`config.mk`:
```
export PLATFORM = sky130hd
export DESIGN_NAME = lmtc_top
export DESIGN_NICKNAME = d
export VERILOG_FILES = /design/src/hw/lmtc_pkg.sv /design/src/hw/lmtc_top.sv /design/src/hw/lmtc_link_decode.sv
export VERILOG_INCLUDE_DIRS = /design/src /design/src/hw
export SDC_FILE = /design/constraint.sdc
export NUM_CORES = 1
export LEC_CHECK = 0
export ABC_AREA = 1
export BUFFER_PORTS_ARGS = -buffer_cell sky130_fd_sc_hd__buf_2
export CAP_MARGIN = 30
export CORE_ASPECT_RATIO = 1.1
export CORE_MARGIN = 2
export CORE_UTILIZATION = 58
export DETAILED_ROUTE_END_ITERATION = 8
export GPL_TIMING_DRIVEN = 1
export PLACE_DENSITY = 0.88
export SYNTH_ARGS = -nofsm -noshare
export SYNTH_HDL_FRONTEND = slang
export SYNTH_HIERARCHICAL = 1
export SYNTH_SLANG_ARGS = --single-unit
export TNS_END_PERCENT = 30
```
`constraint.sdc`:
```
create_clock -name clk_sys -period 2.1 [get_ports clk_sys]
set_clock_uncertainty 0.2 [all_clocks]
set_input_delay 0.105 -clock clk_sys [delete_from_list [all_inputs] [get_ports clk_sys]]
set_output_delay 0.105 -clock clk_sys [all_outputs]
set_load 0.05 [all_outputs]
```
`src/hw/lmtc_cfg.svh`:
```
// Purpose: Offsets, field positions, reset values and counts for the link mode block
// Assumes: Ten-bit host address; bits 9:8 pick the link, bits 7:0 the offset
// Notes:   Included by both design files
`ifndef LMTC_CFG_SVH
`define LMTC_CFG_SVH

// Link count and host addressing
`define LMTC_LINKS        4
`define LMTC_MODE_OFS     8'h20
`define LMTC_STAT_OFS     8'h21
`define LMTC_TERM_OFS     8'h32
`define LMTC_MUX_OFS      8'h4F
`define LMTC_MUX_LINK     2'h0
`define LMTC_UNMAPPED     8'h00

// Mode register fields
`define LMTC_FAM_BIT      0
`define LMTC_JPN_BIT      1
`define LMTC_FMT_LO       2
`define LMTC_FMT_HI       3
`define LMTC_UNFR_BIT     4
`define LMTC_AMI_BIT      5
`define LMTC_RATE_BIT     6
`define LMTC_BPV_BIT      7

// Frame format codes
`define LMTC_FMT_SF       2'h0
`define LMTC_FMT_ESF      2'h1
`define LMTC_FMT_DM       2'h2
`define LMTC_FMT_SLC      2'h3

// Termination field
`define LMTC_TERM_EXT_BIT 2
`define LMTC_TERM_75      2'h0
`define LMTC_TERM_120     2'h1
`define LMTC_TERM_100     2'h2
`define LMTC_TERM_110     2'h3

// Mux register fields
`define LMTC_MUX_EN_BIT   0
`define LMTC_MUX_BUS_BIT  1

// Reset values
`define LMTC_MODE_RST     8'h00
`define LMTC_TERM_RST     3'h0
`define LMTC_MUX_RST      2'h0
`define LMTC_PIN_IDLE     23'h1C0000

// Serial host frame: 16 header bits then 8 data bits
`define LMTC_SPI_HDR_LAST 5'h0F
`define LMTC_SPI_HDR_LEN  5'h10
`define LMTC_SPI_LAST     5'h17
`define LMTC_SPI_LEN      5'h18
`define LMTC_SPI_RD_BIT   15

`endif

```
`src/hw/lmtc_pkg.sv`:
```
// Purpose: Types shared by the link mode and termination block
// Assumes: One-hot codes so each output bit can steer a datapath directly
// Notes:   Numbers live in lmtc_cfg.svh
package lmtc_pkg;

  // Framing selected for a link
  typedef enum logic [6:0] {
    LMTC_FR_T1_SF  = 7'h01,
    LMTC_FR_T1_ESF = 7'h02,
    LMTC_FR_DIGITAL_MUX_FORMAT  = 7'h04,
    LMTC_FR_T1_SLC = 7'h08,
    LMTC_FR_J1_SF  = 7'h10,
    LMTC_FR_J1_ESF = 7'h20,
    LMTC_FR_E1     = 7'h40
  } lmtc_frame_t;

  // Line code for both directions
  typedef enum logic [2:0] {
    LMTC_LC_AMI  = 3'h1,
    LMTC_LC_B8ZS = 3'h2,
    LMTC_LC_HDB3 = 3'h4
  } lmtc_code_t;

  // Receive termination
  typedef enum logic [4:0] {
    LMTC_IM_EXT  = 5'h01,
    LMTC_IM_75   = 5'h02,
    LMTC_IM_120  = 5'h04,
    LMTC_IM_100  = 5'h08,
    LMTC_IM_110  = 5'h10
  } lmtc_imp_t;

endpackage

```
`src/hw/lmtc_top.sv`:
```
// Purpose: Per-link mode, line code, rate and termination settings behind the host port
// Assumes: Host pins are asynchronous and are sampled through two flops
// Notes:   Settings outputs lag a register write by one edge
// Contract
// Four links each keep own settings, written over serial or parallel port
// Mode comes from family bit, Japan bit and format field
// T1: format 00 SF, 01 ESF, 10 DM, 11 SLC
// J1: format 00 SF, 01 ESF
// DM and SLC never appear in J1 operation
// Family bit clear gives E1, other mode fields ignored
// Framing may be bypassed in T1 or J1 and in E1
// T1 or J1 uses B8ZS or AMI, E1 uses HDB3 or AMI
// Violation insertion allowed only with AMI selected
// T1 or J1 system stream may run at 1.544 or 2.048 rate
// Four links may be multiplexed onto one of two 8.192 buses
// Termination top bit clear enables internal matching
// Low bits pick 75, 120, 100 or 110 ohm
// Termination top bit set disables internal matching
// J1 with format 10 or 11 falls back to J1 SF
`timescale 1ns/1ps
`default_nettype none
`include "lmtc_cfg.svh"

module lmtc_top (
  // Clock and reset
  input  wire logic                   clk_sys,
  input  wire logic                   rst_n,
  // Host port pins
  input  wire logic                   spien,
  input  wire logic                   mpm,
  input  wire logic                   cs_n,
  input  wire logic [9:0]             addr,
  input  wire logic                   pin_wr_sdi,
  input  wire logic                   pin_rd_sclk,
  input  wire logic [7:0]             d_in,
  output logic [7:0]                  d_out,
  output logic [7:0]                  d_oe,
  // Per-link settings
  output var lmtc_pkg::lmtc_frame_t   framing_mode [`LMTC_LINKS],
  output var lmtc_pkg::lmtc_code_t    line_code [`LMTC_LINKS],
  output logic [`LMTC_LINKS-1:0]      bpv_insert_en,
  output logic [`LMTC_LINKS-1:0]      rate_2048,
  output logic [`LMTC_LINKS-1:0]      unframed,
  output logic [`LMTC_LINKS-1:0]      int_match_en,
  output var lmtc_pkg::lmtc_imp_t     rx_impedance [`LMTC_LINKS],
  // Backplane multiplexing
  output logic                        mux_enable,
  output logic                        mux_bus_sel
);
  import lmtc_pkg::*;

  // Register state
  logic [7:0]  mode_reg [`LMTC_LINKS];
  logic [2:0]  term_reg [`LMTC_LINKS];
  logic [1:0]  mux_reg;

  // Offset match inside one link page
  function automatic logic reg_hit(input logic [9:0] a, input logic [1:0] link,
                                   input logic [7:0] ofs);
    return (a[9:8] == link) && (a[7:0] == ofs);
  endfunction

  // Read mux; unmapped offsets read as zero
  function automatic logic [7:0] rd_value(input logic [9:0] a);
    logic [7:0] v;
    v = `LMTC_UNMAPPED;
    if (a[7:0] == `LMTC_MODE_OFS) begin
      v = mode_reg[a[9:8]];
    end else if (a[7:0] == `LMTC_STAT_OFS) begin
      v = {1'h0, framing_mode[a[9:8]]};
    end else if (a[7:0] == `LMTC_TERM_OFS) begin
      v = {5'h00, term_reg[a[9:8]]};
    end else if (reg_hit(a, `LMTC_MUX_LINK, `LMTC_MUX_OFS)) begin
      v = {6'h00, mux_reg};
    end
    return v;
  endfunction

  // Two-flop pin sampling; only the second stage is read
  logic [22:0] pin_raw;
  logic [22:0] pin_s1;
  logic [22:0] pin_s2;
  assign pin_raw = {spien, mpm, cs_n, pin_wr_sdi, pin_rd_sclk, addr, d_in};
  always_ff @(posedge clk_sys or negedge rst_n) begin
    if (!rst_n) begin
      pin_s1 <= `LMTC_PIN_IDLE;
      pin_s2 <= `LMTC_PIN_IDLE;
    end else begin
      pin_s1 <= pin_raw;
      pin_s2 <= pin_s1;
    end
  end

  // Named views of the sampled pins
  wire       s_spien = pin_s2[22];
  wire       s_mpm   = pin_s2[21];
  wire       s_cs_n  = pin_s2[20];
  wire       s_wr    = pin_s2[19];
  wire       s_rd    = pin_s2[18];
  wire [9:0] s_addr  = pin_s2[17:8];
  wire [7:0] s_data  = pin_s2[7:0];

  // Parallel strobes: split read and write strobes, or a data strobe with direction
  wire par_sel = !s_spien && !s_cs_n;
  wire par_rd  = par_sel && (s_mpm ? !s_rd : (!s_rd && s_wr));
  wire par_wr  = par_sel && (s_mpm ? !s_wr : (!s_rd && !s_wr));
  logic       par_wr_q;
  logic [9:0] lat_addr;
  logic [7:0] lat_data;

  // Latch during the strobe, commit at its trailing edge
  always_ff @(posedge clk_sys or negedge rst_n) begin
    if (!rst_n) begin
      par_wr_q <= 1'b0;
      lat_addr <= 10'h000;
      lat_data <= 8'h00;
    end else begin
      par_wr_q <= par_wr;
      if (par_wr) begin
        lat_addr <= s_addr;
        lat_data <= s_data;
      end
    end
  end
  wire par_commit = par_wr_q && !par_wr;

  // Serial port: clock on the RD pin, data in on the WR pin
  logic        sclk_q;
  logic [4:0]  spi_cnt;
  logic [15:0] spi_in;
  logic [15:0] spi_hdr;
  logic [7:0]  spi_out;
  logic        sdo_bit;
  wire spi_sel   = s_spien && !s_cs_n;
  wire sclk_rise = spi_sel && s_rd && !sclk_q;
  wire sclk_fall = spi_sel && !s_rd && sclk_q;
  wire spi_rd_ph = spi_sel && (spi_cnt >= `LMTC_SPI_HDR_LEN) && spi_hdr[`LMTC_SPI_RD_BIT];
  wire [15:0] next_spi_in = {spi_in[14:0], s_wr};

  // Shift in on rising edges, shift out on falling edges
  always_ff @(posedge clk_sys or negedge rst_n) begin
    if (!rst_n) begin
      sclk_q  <= 1'b0;
      spi_cnt <= 5'h00;
      spi_in  <= 16'h0000;
      spi_hdr <= 16'h0000;
      spi_out <= 8'h00;
      sdo_bit <= 1'b0;
    end else begin
      sclk_q <= s_rd;
      if (!spi_sel) begin
        spi_cnt <= 5'h00;
      end else begin
        if (sclk_rise && spi_cnt != `LMTC_SPI_LEN) begin
          spi_cnt <= spi_cnt + 5'h01;
          spi_in  <= next_spi_in;
          if (spi_cnt == `LMTC_SPI_HDR_LAST) begin
            spi_hdr <= next_spi_in;
            spi_out <= rd_value(next_spi_in[9:0]);
          end
        end
        if (sclk_fall && spi_rd_ph) begin
          sdo_bit <= spi_out[7];
          spi_out <= {spi_out[6:0], 1'b0};
        end
      end
    end
  end
  wire spi_commit = sclk_rise && (spi_cnt == `LMTC_SPI_LAST) && !spi_hdr[`LMTC_SPI_RD_BIT];

  // One write path for both ports; SPIEN picks the source
  wire       wr_en   = par_commit || spi_commit;
  wire [9:0] wr_addr = s_spien ? spi_hdr[9:0] : lat_addr;
  wire [7:0] wr_data = s_spien ? next_spi_in[7:0] : lat_data;

  // Per-link settings registers and decoded outputs
  lmtc_frame_t next_frame [`LMTC_LINKS];
  lmtc_code_t  next_code  [`LMTC_LINKS];
  lmtc_imp_t   next_imp   [`LMTC_LINKS];
  logic [`LMTC_LINKS-1:0] next_bpv;
  logic [`LMTC_LINKS-1:0] next_rate;
  logic [`LMTC_LINKS-1:0] next_unfr;
  logic [`LMTC_LINKS-1:0] next_int;

  genvar l;
  generate
    for (l = 0; l < `LMTC_LINKS; l++) begin : g_link
      // Each link page is written only by its own address
      always_ff @(posedge clk_sys or negedge rst_n) begin
        if (!rst_n) begin
          mode_reg[l] <= `LMTC_MODE_RST;
          term_reg[l] <= `LMTC_TERM_RST;
        end else if (wr_en && reg_hit(wr_addr, 2'(l), `LMTC_MODE_OFS)) begin
          mode_reg[l] <= wr_data;
        end else if (wr_en && reg_hit(wr_addr, 2'(l), `LMTC_TERM_OFS)) begin
          term_reg[l] <= wr_data[2:0];
        end
      end

      lmtc_link_decode u_decode (
        .mode_val  (mode_reg[l]),
        .term_val  (term_reg[l]),
        .frame     (next_frame[l]),
        .code      (next_code[l]),
        .bpv_ok    (next_bpv[l]),
        .rate_2048 (next_rate[l]),
        .unframed  (next_unfr[l]),
        .int_match (next_int[l]),
        .imp       (next_imp[l])
      );

      // Outputs straight from flops, one cycle behind the register
      always_ff @(posedge clk_sys or negedge rst_n) begin
        if (!rst_n) begin
          framing_mode[l]  <= LMTC_FR_E1;
          line_code[l]     <= LMTC_LC_HDB3;
          bpv_insert_en[l] <= 1'b0;
          rate_2048[l]     <= 1'b0;
          unframed[l]      <= 1'b0;
          int_match_en[l]  <= 1'b1;
          rx_impedance[l]  <= LMTC_IM_75;
        end else begin
          framing_mode[l]  <= next_frame[l];
          line_code[l]     <= next_code[l];
          bpv_insert_en[l] <= next_bpv[l];
          rate_2048[l]     <= next_rate[l];
          unframed[l]      <= next_unfr[l];
          int_match_en[l]  <= next_int[l];
          rx_impedance[l]  <= next_imp[l];
        end
      end
    end
  endgenerate

  // Group multiplexing is global, so one register serves all links
  wire mux_hit = wr_en && reg_hit(wr_addr, `LMTC_MUX_LINK, `LMTC_MUX_OFS);
  always_ff @(posedge clk_sys or negedge rst_n) begin
    if (!rst_n) begin
      mux_reg     <= `LMTC_MUX_RST;
      mux_enable  <= 1'b0;
      mux_bus_sel <= 1'b0;
    end else begin
      if (mux_hit) begin
        mux_reg <= wr_data[1:0];
      end
      mux_enable  <= mux_reg[`LMTC_MUX_EN_BIT];
      mux_bus_sel <= mux_reg[`LMTC_MUX_BUS_BIT];
    end
  end

  // Data pins: full byte in parallel read, D0 alone carries SDO in serial mode
  wire [7:0] next_d_out = s_spien ? {7'h00, sdo_bit} : rd_value(s_addr);
  wire [7:0] next_d_oe  = s_spien ? {7'h00, spi_rd_ph} : {8{par_rd}};
  always_ff @(posedge clk_sys or negedge rst_n) begin
    if (!rst_n) begin
      d_out <= 8'h00;
      d_oe  <= 8'h00;
    end else begin
      d_out <= next_d_out;
      d_oe  <= next_d_oe;
    end
  end
endmodule
`default_nettype wire

```
`src/hw/lmtc_link_decode.sv`:
```
// Purpose: Pure decode of one link's mode and termination settings
// Assumes: Caller registers every output
// Notes:   J1 with a DM or SLC code falls back to J1 super frame
`timescale 1ns/1ps
`default_nettype none
`include "lmtc_cfg.svh"

module lmtc_link_decode (
  // Stored settings
  input  wire logic [7:0]           mode_val,
  input  wire logic [2:0]           term_val,
  // Decoded settings
  output var lmtc_pkg::lmtc_frame_t frame,
  output var lmtc_pkg::lmtc_code_t  code,
  output logic                      bpv_ok,
  output logic                      rate_2048,
  output logic                      unframed,
  output logic                      int_match,
  output var lmtc_pkg::lmtc_imp_t   imp
);
  import lmtc_pkg::*;

  wire       family = mode_val[`LMTC_FAM_BIT];
  wire       japan  = mode_val[`LMTC_JPN_BIT];
  wire [1:0] fmt    = mode_val[`LMTC_FMT_HI:`LMTC_FMT_LO];
  wire       ami    = mode_val[`LMTC_AMI_BIT];
  wire       ext    = term_val[`LMTC_TERM_EXT_BIT];
  lmtc_frame_t t1_frame;
  lmtc_frame_t j1_frame;
  lmtc_imp_t   int_imp;

  // T1 table, all four codes legal
  assign t1_frame = (fmt == `LMTC_FMT_SF)  ? LMTC_FR_T1_SF  :
                    (fmt == `LMTC_FMT_ESF) ? LMTC_FR_T1_ESF :
                    (fmt == `LMTC_FMT_DM)  ? LMTC_FR_DIGITAL_MUX_FORMAT  : LMTC_FR_T1_SLC;
  // J1 only has SF and ESF; reserved codes land on SF
  assign j1_frame = (fmt == `LMTC_FMT_ESF) ? LMTC_FR_J1_ESF : LMTC_FR_J1_SF;
  // Family clear means E1, other fields do not matter
  assign frame = !family ? LMTC_FR_E1 : (japan ? j1_frame : t1_frame);

  // Line code family follows the carrier family
  assign code = ami ? LMTC_LC_AMI : (family ? LMTC_LC_B8ZS : LMTC_LC_HDB3);
  // Violations only make sense on an AMI line
  assign bpv_ok    = mode_val[`LMTC_BPV_BIT] & ami;
  // Rate conversion exists on the T1 or J1 side only
  assign rate_2048 = family & mode_val[`LMTC_RATE_BIT];
  assign unframed  = mode_val[`LMTC_UNFR_BIT];

  // Termination value
  assign int_imp = (term_val[1:0] == `LMTC_TERM_75)  ? LMTC_IM_75  :
                   (term_val[1:0] == `LMTC_TERM_120) ? LMTC_IM_120 :
                   (term_val[1:0] == `LMTC_TERM_100) ? LMTC_IM_100 : LMTC_IM_110;
  assign int_match = !ext;
  assign imp       = ext ? LMTC_IM_EXT : int_imp;

endmodule
`default_nettype wire

```
# Word level (Yosys, flattened, before mapping)
# Index checks and enable logic that the tools add are counted.
[op_classes]
n_eq_ne = 34
add_sub_neg = 1
magnitude_cmp = 3
bitwise = 14
reduce_logical = 70
n_mux = 85
[ops]
columns = ["cell", "n"]
rows = [
  ["7-bit 2-to-1 mux", 21],
  ["8-bit 2-to-1 mux", 14],
  ["5-bit 2-to-1 mux", 18],
  ["8-bit by 6-bit equality test with 1-bit output (second input constant)", 8],
  ["3-bit 2-to-1 mux", 13],
  ["1-bit logical AND", 37],
  ["8-bit binary-select mux with 2-bit select", 2],
  ["7-bit binary-select mux with 2-bit select", 2],
  ["8-bit by 7-bit equality test with 1-bit output (second input constant)", 3],
  ["6-bit 2-to-1 mux", 4],
  ["2-bit logical NOT", 11],
  ["2-bit equality test (second input constant)", 10],
  ["2-bit by 1-bit equality test with 1-bit output (second input constant)", 9],
  ["4-bit 2-to-1 mux", 4],
  ["3-bit binary-select mux with 2-bit select", 2],
  ["2-bit AND reduction", 6],
  ["1-bit logical NOT", 11],
  ["10-bit 2-to-1 mux", 1],
  ["1-bit bitwise AND", 8],
  ["3-bit greater-or-equal comparator (second input constant)", 2],
  ["2-bit NOT with 3-bit output", 2],
  ["3-bit AND reduction", 2],
  ["5-bit by 1-bit adder with 5-bit output (second input constant)", 1],
  ["5-bit by 4-bit equality test with 1-bit output (second input constant)", 1],
  ["other kinds (9)", 15],
]
[totals]
regBits = 251
out_inout_bits = 94

# Depth between registers and ports, before layout
[depth]
depth_word = 10
mapped_depth = 12

# Cells and area by module
# Netlist, hierarchy kept.
[modules_own_cells]
columns = ["mod", "area_each_um2", "seq_area_each_um2", "n_inst", "cells_per_inst"]
rows = [
  ["lmtc_top", 9925.8, 6033.3, 1, 1108],
  ["lmtc_link_decode", 135.1, 0.0, 4, 32],
]

# Least setup slack after synthesis
# Ideal clock, no wire load.
[synth_timing]
path_kind = "flip-flop to flip-flop"
from = "register spi_cnt[0]"
to = "register spi_out[4]"
slack_ns = 0.294
arrival_time_ns = 1.490
period_less_slack_ns = 1.806
setup_time_ns = 0.117
required_ns = 1.783
stages_incl_launch_ff = 13
path_cell_list = "dfrtp_1 ha_1 nand2_1 nor2_1 ha_1 inv_1 nor2_4 inv_2 nand2_1 buf_4 nand2_1 nor2_1 nor2_1"
[synth_between]
elab_chain_cells = 6
[synth_lines]
columns = ["item", "line", "rtl"]
rows = [
  ["from (decl)", "lmtc_top.sv:129", "logic [4:0] spi_cnt;"],
  ["from (signal assigned)", "lmtc_top.sv:155", "spi_cnt <= spi_cnt + 5'h01;"],
  ["5-bit greater-or-equal comparator (no line)", "--", ""],
  ["1-bit logical AND (2 in a row)", "lmtc_top.sv:137", "wire spi_rd_ph = spi_sel && (spi_cnt >= `LMTC_SPI_HDR_LEN) && spi_hdr[`LMTC_SPI_RD_BIT];"],
  ["1-bit logical AND", "lmtc_top.sv:162", "if (sclk_fall && spi_rd_ph) begin"],
  ["2-bit nonzero test (no line)", "--", ""],
  ["3-bit AND reduction (no line)", "--", ""],
  ["to (signal assigned)", "lmtc_top.sv:159", "spi_out <= rd_value(next_spi_in[9:0]);"],
  ["to (signal assigned)", "lmtc_top.sv:164", "spi_out <= {spi_out[6:0], 1'b0};"],
  ["to (decl)", "lmtc_top.sv:132", "logic [7:0] spi_out;"],
]
# Several ways; a longest one is shown, not always the timed one.
# A chain may end at the register's enable or synchronous reset.

# Worst setup path in the final report
[layout_timing]
from = "register pin_s2[16]"
to = "register d_out[1]"
[layout_between]
elab_chain_cells = 8
[layout_lines]
columns = ["item", "line", "rtl"]
rows = [
  ["from (decl)", "lmtc_top.sv:82", "logic [22:0] pin_s2;"],
  ["from (signal assigned)", "lmtc_top.sv:87", "pin_s2 <= `LMTC_PIN_IDLE;"],
  ["from (signal assigned)", "lmtc_top.sv:90", "pin_s2 <= pin_s1;"],
  ["2-bit NOT with 3-bit output (not written as such)", "lmtc_top.sv:68, lmtc_top.sv:70, lmtc_top.sv:72", ""],
  ["3-bit binary-select mux with 2-bit select", "lmtc_top.sv:72", "v = {5'h00, term_reg[a[9:8]]};"],
  ["3-bit 2-to-1 mux (not written as such) (2 in a row)", "lmtc_top.sv:72", ""],
  ["8-bit 2-to-1 mux", "lmtc_top.sv:71", "end else if (a[7:0] == `LMTC_TERM_OFS) begin"],
  ["8-bit 2-to-1 mux", "lmtc_top.sv:69", "end else if (a[7:0] == `LMTC_STAT_OFS) begin"],
  ["8-bit 2-to-1 mux (*)", "lmtc_top.sv:67", "if (a[7:0] == `LMTC_MODE_OFS) begin"],
  ["8-bit 2-to-1 mux (*)", "lmtc_top.sv:252", "wire [7:0] next_d_out = s_spien ? {7'h00, sdo_bit} : rd_value(s_addr);"],
  ["via next_d_out[1]", "lmtc_top.sv:252", ""],
  ["to (signal assigned)", "lmtc_top.sv:259", "d_out <= next_d_out;"],
  ["to (decl)", "lmtc_top.sv:36", "output logic [7:0] d_out,"],
]
# Mark *: on every way through the listed nets, which the timed path passes. The rest lies on a longest branch. The select of a mux whose other input is x is not followed.

==> results.md <==
* DIE AREA at 19100 µm²
* Worst-Margin Slew at 473 ps
* First-pass iteration count of the detailed router at 6
* Final Cycle Share at 0.965
* Yosys warnings at 6
* Placed Cells at 1590
* Worst hold path class: input port to flip-flop
* Switching Power at 2.54 mW
* Critical path startpoint category: flip-flop
* Slowest stage delay, CP at 520 ps
* ANT nets after route at 0
* Wire per inst at 16.3 µm
* Min cycle time layout at 2030 ps
* Synth Instances at 1236
* Clock share of power at 0.408
* CTS root buffer: clkbuf_16
* Max Root-Sink Buffers at 3
* Rows at 51
* Final setup margin at 74.0 ps
* Largest net degree at the start of global routing at 62
* Pwr dens at 799 nW/µm²
* Layout area overhead at 20.5%
* Final slew viol count at 0
* DR vias at 9044
* CTS tree: yes
* Final hold violation count at 0
* Worst-path cell chain: inv_1 -> buf_12 -> o21ai_0 -> o21ai_0 -> nand2_1 -> nand2_1 -> a21oi_1
* Die height at 145 µm
* Final hold slack at 41.1 ps
* Max Clk Rate at 0.494 GHz
* Worst-Skew Late Latency at 510 ps
* Area after DPL at 11600 µm²
* Syn_nets at 1264
* GRT overflow at 0
* RSZ-0062 raised after global routing: yes
* Core Box Area at 17700 µm²
* Worst Path Arrival at 2180 ps
* # H-tree levels at 1
* Final wirelength at 27000 µm
* Syn_area_per_cell at 8.47 µm²
* Clk slew on worst S/H paths at 60 ps
* Combinational share of power at 0.100
* Post-place setup slack at 87.7 ps
* Switching share of power at 0.252
* DR iter-0 viols at 813
* Int Pwr at 7.55 mW
* Max reg flops at 32
* Slew headroom at 0.684
* Gpl congestion at 0.927
* Worst Path Max Fanout at 25
* Lkg Pwr at 6.51 nW
* DRC Markers at 0
* Outcome: finished clean
* Gr usage total at 0.285
* Filler cells at 1263
* CP max-delay cell: dfrtp_1
* Design area at 12600 µm²
* Total power at 10.1 mW
* Netlist cell types at 31
* # setup viols final at 0
* Critical path endpoint category: flip-flop
* Flops & latches, synth at 240
* I/O pins at 119
* Via-to-Cell Ratio at 5.46
* Ratio of cells with drive above 1 in the final layout at 0.187
* Reg power frac at 0.492
* Post-DP HPWL at 18700 µm
* Commonest non-fill, non-tap cell in the layout: nand2_1
* Max cap viols at 0
* Clock sinks at 240
* Number of port buffers at 118
* ANT cells at 0
* WP data required at 2260 ps
* Number of global-route vias before repair at 8525
* Post-synthesis cell area at 10500 µm²
* Die W at 132 µm
* Crit Path Class: flip-flop to flip-flop
* TNS Setup at 0 ps
* Nets@finish at 1431
* Starting Density at 0.592
* Final core occ at 0.714
* CTS Buf Count at 23
* Commonest non-fill, non-tap cells in the layout: nand2_1 (390), dfrtp_1 (217), inv_1 (125)
* Initial antenna violation count at 0
* Seq/Total Area, Yosys at 0.576
* VDD IR max at 0.734 mV
* First-pass GRT wire length at 43000 µm
* Final non-filler cell total at 1657
-- critical path: cells and delay by family, from the launching register on --
kind                   cells  cell delay, ps
buffers and inverters      2             430
and+or+nand+nor            2             120
AOI/OAI and AO/OA          3             610
DFF                        1             520
-- area by class of cell --
cell class                      instances  area [µm²]  share of cell area
Tap cell                              238         298              0.0236
Multi-Input combinational cell        801        3580               0.284
Sequential cell                       240        6030               0.478
Clock inverter                         10         110             0.00873
Inverter                              129         489              0.0388
Timing Repair Buffer                  208        1460               0.115
Clock buffer                           31         646              0.0512
-- metal layers --
layer / vias to the layer above / part of all wire / global-route usage
met5: - / 0 / 0
met4: 0 / 0.046 / 0.142
met3: 92 / 0.077 / 0.0397
met2: 458 / 0.50 / 0.502
met1: 4248 / 0.37 / 0.349
li1: 4246 / - / -
-- synthesized netlist by cell type --
| library cell | number | area, µm² |
|---|---|---|
| a211oi_1 | 1 | 7.51 |
| a21boi_0 | 1 | 7.51 |
| a21oi_1 | 46 | 230 |
| buf_1 | 4 | 15.0 |
| buf_2 | 8 | 40.0 |
| buf_4 | 23 | 173 |
| buf_6 | 4 | 45.0 |
| clkbuf_1 | 27 | 101 |
| clkinv_1 | 2 | 7.51 |
| dfrtp_1 | 218 | 5460 |
| dfstp_2 | 22 | 578 |
| ha_1 | 3 | 37.5 |
| inv_1 | 125 | 469 |
| inv_2 | 1 | 3.75 |
| inv_4 | 1 | 6.26 |
| mux2_2 | 1 | 11.3 |
| nand2_1 | 391 | 1470 |
| nand2_2 | 2 | 12.5 |
| nand3_1 | 53 | 265 |
| nand3_2 | 7 | 70.1 |
| nand4_1 | 39 | 244 |
| nor2_1 | 113 | 424 |
| nor2_2 | 5 | 31.3 |
| nor2_4 | 1 | 11.3 |
| nor2_8 | 1 | 20.0 |
| nor3_1 | 17 | 85.1 |
| o211ai_1 | 14 | 105 |
| o21ai_0 | 90 | 450 |
| o21ai_1 | 11 | 55.1 |
| o21ai_2 | 2 | 17.5 |
| o22ai_1 | 3 | 18.8 |
-- path summary, 6_finish.rpt --
check	from	end	slack, ps	depth (start not counted)
min in group asynchronous	rst_n	mode_reg[2]	480	3
worst max-delay path	pin_s2[16]	d_out[1]	70	7
worst max register to register	pin_s2[16]	d_out[1]	70	7
max in group asynchronous	rst_n	pin_s2[18]	510	4
worst min register to register	pin_s1[16]	pin_s2[16]	150	0
worst min-delay path	pin_rd_sclk	pin_s1[18]	40	2
-- power by group through the flow --
stage | Sequential [mW] | Clock [mW] | Combinational [mW]
after CTS | 4.96 | 4.16 | 0.990
final | 4.96 | 4.12 | 1.01
after global routing | 4.98 | 4.37 | 1.11
after floorplan | 5.08 | 0 | 0.491
after global placement | 5.03 | 0 | 0.917
after detailed placement | 5.04 | 0 | 0.946
-- cells by family after synthesis --
group | synth area share
AOI/OAI and AO/OA | 0.0852
adders and majority gates | 0.00359
muxes | 0.00108
buffers and inverters | 0.0822
and+or+nand+nor | 0.251
DFF | 0.576
-- repair_timing --
action	in CTS	in global routing
buffers inserted	0	1
gates resized for setup	0	6
hold buffers	25	0
setup endpoints to repair	0	52
endpoints found under the hold margin	257	0
Power figures use the tool's default switching activity.
